**config.mk**
```make
export PLATFORM = sky130hd
export DESIGN_NAME = fces_cmd_decoder
export DESIGN_NICKNAME = d
export VERILOG_FILES = /design/src/design/fces_cmd_decoder.v
export VERILOG_INCLUDE_DIRS = /design/src /design/src/pkg
export SDC_FILE = /design/constraint.sdc
export NUM_CORES = 1
export LEC_CHECK = 0
export BUFFER_PORTS_ARGS = -buffer_cell sky130_fd_sc_hd__buf_2
export CAP_MARGIN = 30
export CORE_ASPECT_RATIO = 1.1
export CORE_MARGIN = 10
export CORE_UTILIZATION = 45
export DETAILED_ROUTE_END_ITERATION = 10
export PLACE_DENSITY_LB_ADDON = 0.12
export SETUP_SLACK_MARGIN = 0.2
export SYNTH_ARGS = -nofsm -noshare
export SYNTH_HDL_FRONTEND = slang
export SYNTH_SLANG_ARGS = --single-unit
```
**constraint.sdc**
```tcl
create_clock -name clk_sys -period 4.3 [get_ports clk_sys]
set_input_delay 0.86 -clock clk_sys [delete_from_list [all_inputs] [get_ports clk_sys]]
set_output_delay 0.86 -clock clk_sys [all_outputs]
set_load 0.03 [all_outputs]
```
**src/pkg/fces_regs.vh**
```
// Purpose: command codes and state codes for the erase-suspend command decoder
// Assumes: 8-bit command bytes on the low data lane
// Notes: definitions only
`ifndef FCES_REGS_VH
`define FCES_REGS_VH

// ==========================================================
// command codes
`define FCES_CMD_READ_ARRAY 8'hff
`define FCES_CMD_WP_SETUP_A 8'h10
`define FCES_CMD_WP_SETUP_B 8'h40
`define FCES_CMD_BP_SETUP 8'he8
`define FCES_CMD_ERASE_SETUP 8'h20
`define FCES_CMD_FBP_SETUP 8'h30
`define FCES_CMD_CONFIRM 8'hd0
`define FCES_CMD_SUSPEND 8'hb0
`define FCES_CMD_READ_STATUS 8'h70
`define FCES_CMD_CLEAR_STATUS 8'h50
`define FCES_CMD_READ_ID_A 8'h90
`define FCES_CMD_READ_ID_B 8'h98
`define FCES_CMD_LOCK_SETUP 8'h60
`define FCES_CMD_OTP_SETUP 8'hc0
`define FCES_CMD_LOCK_CONF 8'h01
`define FCES_CMD_LOCKDN_CONF 8'h2f
`define FCES_CMD_CR_CONF 8'h03

// ==========================================================
// output source select
`define FCES_OUT_ARRAY 2'h0
`define FCES_OUT_STATUS 2'h1
`define FCES_OUT_ID 2'h2

// ==========================================================
// one-hot state codes
`define FCES_ST_W 14
`define FCES_S_READY 14'h0001
`define FCES_S_ERS_SUSP 14'h0002
`define FCES_S_WP_SETUP 14'h0004
`define FCES_S_WP_BUSY 14'h0008
`define FCES_S_WP_SUSP 14'h0010
`define FCES_S_BP_SETUP 14'h0020
`define FCES_S_BP_LOAD1 14'h0040
`define FCES_S_BP_LOAD2 14'h0080
`define FCES_S_BP_CONF 14'h0100
`define FCES_S_BP_BUSY 14'h0200
`define FCES_S_BP_SUSP 14'h0400
`define FCES_S_LOCK_SETUP 14'h0800
`define FCES_S_FBP_SETUP 14'h1000
`define FCES_S_FBP_BUSY 14'h2000

`define FCES_CNT_ONE 9'h001
`define FCES_CNT_ZERO 9'h000

`endif
```
**src/design/fces_cmd_decoder.v**
```verilog
// Purpose: chip next-state and output-mux decoder for operations nested in erase suspend
// Assumes: cmd_valid is a one-cycle write strobe on clk_sys; engine_done from same clock
// Notes: states are the erase-suspend family plus factory-buffer-program mode
`timescale 1ns/10ps
`include "fces_regs.vh"

// How it works
// word-program setup in suspend goes busy; busy holds for all but B0H, even C0H
// nested word-program suspend holds for all setup and illegal codes; D0H confirm resumes busy
// nested buffered-program busy holds for every command write but B0H
// nested buffered-program suspend holds for every command write but D0H
// lock setup confirms lock, lock-down, config or D0H; C0H or illegal flags lock error
// setup, load, confirm and factory verify states force status output
// FFH from ready, suspended or word/buffered-program busy states selects array output
// 10H/40H, E8H, 20H, 30H from those states select status output
// D0H and B0H from those states leave output select unchanged
// 70H and 60H select status; 50H leaves output unchanged
// clear status resets error bits only while engine is idle
// each partition keeps its source; next state ignores the mux
// buffered setup takes block address, then word count, then loads data until count reached
// factory busy continues on setup block address, else back to ready
module fces_cmd_decoder #(
    parameter PARTS = 4,
    parameter PW = 2,
    parameter AW = 16
) (
    input wire clk_sys,
    input wire rst_b,
    input wire cmd_valid,
    input wire [7:0] cmd_data,
    input wire [AW-1:0] cmd_addr,
    input wire [PW-1:0] cmd_part,
    input wire engine_done,
    output wire [`FCES_ST_W-1:0] chip_state,
    output wire [2*PARTS-1:0] out_sel,
    output reg lock_error,
    output reg prog_error,
    output reg [1:0] lock_op,
    output reg lock_op_valid
);

    localparam S_READY = `FCES_S_READY;
    localparam S_ESUSP = `FCES_S_ERS_SUSP;
    localparam S_WPSET = `FCES_S_WP_SETUP;
    localparam S_WPBSY = `FCES_S_WP_BUSY;
    localparam S_WPSUS = `FCES_S_WP_SUSP;
    localparam S_BPSET = `FCES_S_BP_SETUP;
    localparam S_BPL1 = `FCES_S_BP_LOAD1;
    localparam S_BPL2 = `FCES_S_BP_LOAD2;
    localparam S_BPCNF = `FCES_S_BP_CONF;
    localparam S_BPBSY = `FCES_S_BP_BUSY;
    localparam S_BPSUS = `FCES_S_BP_SUSP;
    localparam S_LKSET = `FCES_S_LOCK_SETUP;
    localparam S_FBSET = `FCES_S_FBP_SETUP;
    localparam S_FBBSY = `FCES_S_FBP_BUSY;

    reg [`FCES_ST_W-1:0] state_q;
    reg [`FCES_ST_W-1:0] state_d;
    reg [8:0] count_q;
    reg [8:0] count_d;
    reg [AW-1:0] blk_q;
    reg [AW-1:0] blk_d;
    reg lock_err_d;
    reg prog_err_d;
    reg [1:0] lock_op_d;
    reg lock_op_valid_d;
    reg [1:0] sel_d;
    reg sel_keep;
    wire engine_busy;
    wire status_forced;

    // ==========================================================
    // state classes
    assign status_forced = (state_q == S_WPSET) | (state_q == S_BPSET) | (state_q == S_BPL1)
        | (state_q == S_BPL2) | (state_q == S_BPCNF) | (state_q == S_LKSET)
        | (state_q == S_FBSET) | (state_q == S_FBBSY);
    assign engine_busy = (state_q == S_WPBSY) | (state_q == S_BPBSY) | (state_q == S_FBBSY);
    assign chip_state = state_q;

    // ==========================================================
    // chip next state (mux select is never consulted)
    always @* begin
        state_d = state_q;
        count_d = count_q;
        blk_d = blk_q;
        lock_err_d = lock_error;
        prog_err_d = prog_error;
        lock_op_d = lock_op;
        lock_op_valid_d = 1'b0;
        if (cmd_valid) begin
            case (state_q)
                S_ESUSP: begin
                    if (cmd_data == `FCES_CMD_WP_SETUP_A || cmd_data == `FCES_CMD_WP_SETUP_B)
                        state_d = S_WPSET;
                    else if (cmd_data == `FCES_CMD_BP_SETUP)
                        state_d = S_BPSET;
                    else if (cmd_data == `FCES_CMD_LOCK_SETUP)
                        state_d = S_LKSET;
                end
                S_READY: begin
                    if (cmd_data == `FCES_CMD_FBP_SETUP) begin
                        state_d = S_FBSET;
                        blk_d = cmd_addr;
                    end
                end
                S_WPSET: state_d = S_WPBSY;
                S_WPBSY: begin
                    // suspend code is the only way into the nested suspend state
                    if (cmd_data == `FCES_CMD_SUSPEND)
                        state_d = S_WPSUS;
                    else
                        state_d = S_WPBSY;
                end
                S_WPSUS: begin
                    if (cmd_data == `FCES_CMD_CONFIRM)
                        state_d = S_WPBSY;
                    else
                        state_d = S_WPSUS;
                end
                S_BPSET: begin
                    state_d = S_BPL1;
                    blk_d = cmd_addr;
                end
                S_BPL1: begin
                    count_d = {1'b0, cmd_data};
                    state_d = S_BPL2;
                end
                S_BPL2: begin
                    if (count_q == `FCES_CNT_ZERO)
                        state_d = S_BPCNF;
                    else
                        count_d = count_q - `FCES_CNT_ONE;
                end
                S_BPCNF: begin
                    if (cmd_data == `FCES_CMD_CONFIRM && cmd_addr == blk_q)
                        state_d = S_BPBSY;
                    else begin
                        state_d = S_READY;
                        prog_err_d = 1'b1;
                    end
                end
                S_BPBSY: begin
                    if (cmd_data == `FCES_CMD_SUSPEND)
                        state_d = S_BPSUS;
                    else
                        state_d = S_BPBSY;
                end
                S_BPSUS: begin
                    if (cmd_data == `FCES_CMD_CONFIRM)
                        state_d = S_BPBSY;
                    else
                        state_d = S_BPSUS;
                end
                S_LKSET: begin
                    state_d = S_ESUSP;
                    if (cmd_data == `FCES_CMD_LOCK_CONF || cmd_data == `FCES_CMD_LOCKDN_CONF
                        || cmd_data == `FCES_CMD_CR_CONF || cmd_data == `FCES_CMD_CONFIRM) begin
                        lock_op_d = (cmd_data == `FCES_CMD_LOCK_CONF) ? 2'h0 :
                            (cmd_data == `FCES_CMD_LOCKDN_CONF) ? 2'h1 :
                            (cmd_data == `FCES_CMD_CR_CONF) ? 2'h2 : 2'h3;
                        lock_op_valid_d = 1'b1;
                    end else
                        lock_err_d = 1'b1;
                end
                S_FBSET: begin
                    if (cmd_addr == blk_q)
                        state_d = S_FBBSY;
                    else begin
                        state_d = S_READY;
                        prog_err_d = 1'b1;
                    end
                end
                S_FBBSY: begin
                    if (cmd_addr != blk_q)
                        state_d = S_READY;
                end
                default: state_d = S_READY;
            endcase
            if (cmd_data == `FCES_CMD_CLEAR_STATUS && !engine_busy && !status_forced) begin
                lock_err_d = 1'b0;
                prog_err_d = 1'b0;
            end
        end else if (engine_done && (state_q == S_WPBSY || state_q == S_BPBSY)) begin
            state_d = S_ESUSP;
        end else if (engine_done && state_q == S_FBBSY) begin
            state_d = S_READY;
        end
    end

    // ==========================================================
    // output mux next select for the addressed partition
    always @* begin
        sel_d = `FCES_OUT_STATUS;
        sel_keep = 1'b0;
        if (status_forced)
            sel_d = `FCES_OUT_STATUS;
        else begin
            case (cmd_data)
                `FCES_CMD_READ_ARRAY: sel_d = `FCES_OUT_ARRAY;
                `FCES_CMD_WP_SETUP_A, `FCES_CMD_WP_SETUP_B, `FCES_CMD_BP_SETUP,
                `FCES_CMD_ERASE_SETUP, `FCES_CMD_FBP_SETUP: sel_d = `FCES_OUT_STATUS;
                `FCES_CMD_CONFIRM, `FCES_CMD_SUSPEND: sel_keep = 1'b1;
                `FCES_CMD_READ_STATUS, `FCES_CMD_LOCK_SETUP: sel_d = `FCES_OUT_STATUS;
                `FCES_CMD_CLEAR_STATUS: sel_keep = 1'b1;
                `FCES_CMD_READ_ID_A, `FCES_CMD_READ_ID_B: sel_d = `FCES_OUT_ID;
                `FCES_CMD_OTP_SETUP: sel_d = `FCES_OUT_STATUS;
                default: sel_keep = 1'b1;
            endcase
        end
    end

    genvar gi;
    generate
        for (gi = 0; gi < PARTS; gi = gi + 1) begin : g_part
            reg [1:0] sel_q;
            always @(posedge clk_sys) begin
                if (!rst_b)
                    sel_q <= `FCES_OUT_ARRAY;
                else if (cmd_valid && cmd_part == gi && !sel_keep)
                    sel_q <= sel_d;
            end
            assign out_sel[2*gi+1:2*gi] = sel_q;
        end
    endgenerate

    // ==========================================================
    // registers
    always @(posedge clk_sys) begin
        if (!rst_b) begin
            state_q <= S_ESUSP;
            count_q <= `FCES_CNT_ZERO;
            blk_q <= {AW{1'b0}};
            lock_error <= 1'b0;
            prog_error <= 1'b0;
            lock_op <= 2'h0;
            lock_op_valid <= 1'b0;
        end else begin
            state_q <= state_d;
            count_q <= count_d;
            blk_q <= blk_d;
            lock_error <= lock_err_d;
            prog_error <= prog_err_d;
            lock_op <= lock_op_d;
            lock_op_valid <= lock_op_valid_d;
        end
    end

endmodule

```
# Yosys cells after proc, flatten, opt, wreduce, memory -nomap -nowiden
# Index checks and enable logic that the tools add are counted.
dict set report totals {
  regBits 52
  in_bits 30
  word_cells 138
  out_inout_bits 27
}
dict set report op_classes {
  reduce_logical 37
  n_addsub 1
  muxes 35
  bitwise_logic 9
  n_eq_ne 45
}
# operator count
set ops {}
lappend ops {{one-hot mux 14 bit (14 select lines)} 1}
lappend ops {{two-way mux 14 bit} 10}
lappend ops {{equality test 8 bit (second input constant)} 7}
lappend ops {{equality test 8 x 7 -> 1 bit (second input constant)} 4}
lappend ops {{one-hot mux 16 bit (2 select lines)} 1}
lappend ops {{equality test 8 x 6 -> 1 bit (second input constant)} 3}
lappend ops {{two-way mux 11 bit} 2}
lappend ops {{one-hot mux 9 bit (2 select lines)} 1}
lappend ops {{equality test 16 bit} 1}
lappend ops {{two-way mux 16 bit} 1}
lappend ops {{inequality test 16 bit} 1}
lappend ops {{AND reduction 3 bit} 5}
lappend ops {{equality test 14 x 1 -> 1 bit (second input constant)} 1}
lappend ops {{equality test 14 x 10 -> 1 bit (second input constant)} 1}
lappend ops {{equality test 14 x 11 -> 1 bit (second input constant)} 1}
lappend ops {{equality test 14 x 12 -> 1 bit (second input constant)} 1}
lappend ops {{equality test 14 x 13 -> 1 bit (second input constant)} 1}
lappend ops {{equality test 14 bit (second input constant)} 1}
lappend ops {{equality test 14 x 2 -> 1 bit (second input constant)} 1}
lappend ops {{equality test 14 x 3 -> 1 bit (second input constant)} 1}
lappend ops {{equality test 14 x 4 -> 1 bit (second input constant)} 1}
lappend ops {{equality test 14 x 5 -> 1 bit (second input constant)} 1}
lappend ops {{equality test 14 x 6 -> 1 bit (second input constant)} 1}
lappend ops {{equality test 14 x 7 -> 1 bit (second input constant)} 1}
lappend ops {{32 further kinds} 78}

# Depth between registers and ports, before layout
dict set report logic_depth {
  ltp_word 12
  ltp_mapped 11
  mapped_depth_nobuf 9
}

# Worst setup path after synthesis
# OpenSTA, ideal clock, no wires.
dict set report synth_timing {
  path_type {input -> register}
  start {input cmd_data[4]}
  end {register state_q[11], in the netlist chip_state[11]}
  n_path_buf 2
  setup_ns 0.070
  required_time_ns 4.230
  path_slack_ns 1.497
  path_stages 9
  t_arrival_ns 2.732
  cell_sequence {buf_2 nor4bb_1 nand2_1 a22oi_1 a21oi_1 a311o_1 buf_6 or4_1 a21oi_1}
}
dict set report synth_via {
  elab_chain_len 5
  word_cells_on_any_way 13
  classes_between {7 x eq/ne; 4 x mux; 2 x reduce/logical}
}
# element line_no
set synth_rtl {}
lappend synth_rtl {{start, declared} fces_cmd_decoder.v:30} ;# input wire [7:0] cmd_data,
lappend synth_rtl {{equality test 8 bit, or another cell as far along} --}
lappend synth_rtl {{two-way mux 14 bit or logical OR 1 bit (tied branches)} --}
lappend synth_rtl {{two-way mux 14 bit} fces_cmd_decoder.v:93} ;# if (cmd_data == `FCES_CMD_WP_SETUP_A || cmd_data == `FCES_CMD_WP_SETUP_B)
lappend synth_rtl {{one-hot mux 14 bit (14 select lines)} fces_cmd_decoder.v:91} ;# case (state_q)
lappend synth_rtl {{two-way mux 14 bit} fces_cmd_decoder.v:90} ;# if (cmd_valid) begin
lappend synth_rtl {{end signal, assigned} fces_cmd_decoder.v:238} ;# state_q <= state_d;
lappend synth_rtl {{end, declared} fces_cmd_decoder.v:57} ;# reg [`FCES_ST_W-1:0] state_q;
# Several ways; a longest one is shown, not always the timed one.
# A chain may end at the register's enable or synchronous reset.

# Worst setup path in the final report
dict set report layout_timing {
  start {register state_q[9], in the netlist chip_state[9]}
  end {register state_q[12], in the netlist chip_state[12]}
}
dict set report layout_via {
  elab_chain_len 5
  word_cells_on_any_way 26
  classes_between {18 x eq/ne; 3 x mux; 5 x reduce/logical}
}
# element line_no
set layout_rtl {}
lappend layout_rtl {{equality test 14 x 4 -> 1 bit or equality test 14 x 10 -> 1 bit (tied branches)} {fces_cmd_decoder.v:91, fces_cmd_decoder.v:183}}
lappend layout_rtl {{logical OR 1 bit} fces_cmd_decoder.v:183} ;# end else if (engine_done && (state_q == S_WPBSY || state_q == S_BPBSY)) begin
lappend layout_rtl {{logical AND 1 bit} fces_cmd_decoder.v:183}
lappend layout_rtl {{nonzero test 3 bit (no line) or two-way mux 14 bit (tied branches)} --}
lappend layout_rtl {{AND reduction 5 bit (no line) or two-way mux 14 bit (tied branches)} --}
# Several ways; a longest one is shown, not always the timed one.

==> results.ini <==
[power_and_ir_drop]
leakage_uw=0.00155
p_per_area_mw_per_mm2=264
peakVddDrop_v=0.000162

[detailed_routing]
via_per_inst=5.97
met2WireLength_um=4090
drtIter0Drc=258
dr.pass1.iters=5
num_vias=3120
top_layer_used=met4
met1_length_um=3940
route.final.wire_length_um=8880
drcViolationCount=0
ant_nets=0
met3_length_um=673
wire_per_inst_um=17.0

[clock_tree]
max-clock-path-buffers=2
clock_latency_ns=0.31
cts_sinks=52
cts.repair.resized=0
cts_hold_buf=0
root_buffer=clkbuf_8
cts_made_buffers=5
cts_tree=done
ctsHtreeMaxLevel=2
cts_setup_buffers=0
clk_pin_slew_ns=0.10

[yosys]
ys_seq_area_frac=0.323
synth_flop_cell=dfxtp_1
synth_edf_count=0
async_reset_ff_frac=0
syn_area_per_cell_um2=8.13
synthCells=396
syn_area_mm2=0.00322
synth_seq_cells=52
ys_warn_count=0
ys_types=62
syn_nets=428

[global_route]
grt_max_degree=31
antenna_found_initial=0
overflow=0
grt_usage=0.159
grt_pass1_vias=3003
grt_pass1_wl_um=14600

[floorplanning]
dieArea_mm2=0.0109
core_mm2=0.00701
ios=57
floorplan.initialDensity=0.459
die_y_um=109
row_count=32
fp.dieW_um=101

[setup_path]
setup.worst_path.start=chip_state[9]$_SDFFE_PN0P_
worstPathArrival_ns=3.29
worstSetupPathType=flop to flop
start_kind=flop
crit_fanout=13
r2r_cells=7
end_kind=flop
r2r_slack_ns=1.26
r2r-end=chip_state[12]$_SDFFE_PN0P_
endpoint=chip_state[12]$_SDFFE_PN0P_
required_ns=4.55
r2r-start=chip_state[9]$_SDFFE_PN0P_

[flow_run]
maxCapViolCount=0

[timing]
tightest_slew_ns=0.959
relSlewSlack=0.360
tns_ns=0
post-route-period-util=0.706
fin_skew_ns=0.00843
hold_viol=0
slew_viol_final=0
setup_violations=0
max_freq_mhz=329
min_period_ns=3.04
hold_ws_ns=0.459
rsz0062_at_grt=false

[placed_design]
gp_congestion=0.947
dp.final_hpwl_um=6600
portBuffers=56
dp.cells=515

[cells_and_area]
instances_no_fill=523
n_fill_cell=693
area_growth_pct=12.6
diodes=0
nNetsFinal=469
final_layout_size_suffix_gt1_frac=0.180

[hold_path]
hp-class=flop to flop

[status]
status=finished, final reports clean

-- flip-flops by register name, summed over array words and instances, names as in the netlist --
signal and count:
blk_q 16, lock_op 2, g_part.sel_q 8, prog_error 1, lock_op_valid 1, count_q 9
lock_error 1, chip_state 14
-- layer usage --
layer / global-route usage / up-vias
met3: 0.0405 / 19
met4: 0.0444 / 0
met1: 0.199 / 1453
met2: 0.265 / 119
li1: - / 1529
met5: 0 / -
-- worst max-delay path: stages (launching register included) --
cell and delay (ns):
dfxtp_1 0.47, or4_1 0.70, nor4_2 0.54, a22oi_1 0.14, a21oi_1 0.16, a311o_1 0.38, and2_1 0.39, a22o_1 0.19
-- layout make-up --
type                    count  area (µm²)  share of cell area
clock inverters             2        35.0             0.00967
clock buffers               6        72.6              0.0200
flip-flops and latches     52        1040               0.287
multi-input cells         311        2030               0.561
inverters                   7        26.3             0.00725
repair buffers             60         310              0.0856
well taps                  85         106              0.0294
-- cells in the final DEF (no fill, tap or decap), drive strengths merged, types with 3 or more instances in the layout --
master  count
buf        60
dfxtp      52
nor2       43
nand2      39
mux2i      26
a21oi      21
xnor2      18
o21ai      16
nor3       15
nand4      14
nand2b     12
nand3      11
nor4       11
a22o        8
inv         7
nor4b       7
clkbuf      6
or4         5
nand3b      5
nand4b      4
xor2        3
o41a        3
o211ai      3
a21o        3
o22ai       3
nor3b       3
-- where the power goes --
group          switching (µW)  total, µW  internal, µW  leakage [µW]
Combinational            77.8        125          46.9       0.00108
Sequential               7.43        492           484      0.000419
Clock                     166        339           173     0.0000552
-- per-stage QoR --
stage	instance area, µm²	setup WS (ns)	util	power, µW
floorplan	3220	1.50	-	588
global placement	3520	1.16	0.502	625
detailed placement	3520	1.16	0.502	627
CTS	3620	1.34	0.517	968
global route	3620	1.12	0.517	995
finish	3620	1.26	0.517	956
-- how the worst min path moves through the flow --
stage,end,cells after the start,startpoint,slack [ns]
floorplan,count_q[7]$_SDFFE_PN0P_,2,count_q[7]$_SDFFE_PN0P_,0.44
global placement,lock_op[0]$_SDFFE_PN0P_,2,lock_op[0]$_SDFFE_PN0P_,0.44
detailed placement,lock_op[0]$_SDFFE_PN0P_,2,lock_op[0]$_SDFFE_PN0P_,0.45
CTS,lock_op[0]$_SDFFE_PN0P_,2,lock_op[0]$_SDFFE_PN0P_,0.46
global route,g_part[2].sel_q[0]$_SDFFE_PN0P_,2,g_part[2].sel_q[0]$_SDFFE_PN0P_,0.48
finish,g_part[1].sel_q[1]$_SDFFE_PN0P_,2,g_part[1].sel_q[1]$_SDFFE_PN0P_,0.46
-- cells in the mapped netlist (3+ instances only) --
cell / n / area (µm²)
nor3_1: 15 / 75.1
nand3_1: 11 / 55.1
clkbuf_1: 14 / 52.6
nand4b_1: 4 / 35.0
nand4_1: 14 / 87.6
nor4b_1: 5 / 43.8
xnor2_1: 18 / 158
or4_1: 5 / 37.5
a22o_1: 8 / 70.1
o211ai_1: 3 / 22.5
mux2i_1: 26 / 260
nand2b_1: 12 / 75.1
buf_2: 9 / 45.0
nand3b_1: 5 / 37.5
nand2_1: 39 / 146
a21o_1: 3 / 22.5
a21oi_1: 21 / 105
o22ai_1: 3 / 18.8
nor4_1: 8 / 50.1
nor2_1: 43 / 161
o41a_1: 3 / 33.8
dfxtp_1: 52 / 1040
o21ai_0: 16 / 80.1
inv_1: 7 / 26.3
xor2_1: 3 / 26.3
-- cell families (layout without fill, tap and decap cells) --
| logic type | Yosys count | in the layout | share of synthesized area |
|---|---|---|---|
| flops | 52 | 52 | 0.323 |
| fa+ha+maj | 2 | 2 | 0.00777 |
| buf+inv | 33 | 75 | 0.0455 |
| xor+xnor | 21 | 21 | 0.0571 |
| compound gates | 78 | 78 | 0.168 |
| simple gates | 183 | 183 | 0.314 |
| mux | 27 | 27 | 0.0843 |
Note: power is estimated with default switching activity, not from simulation.
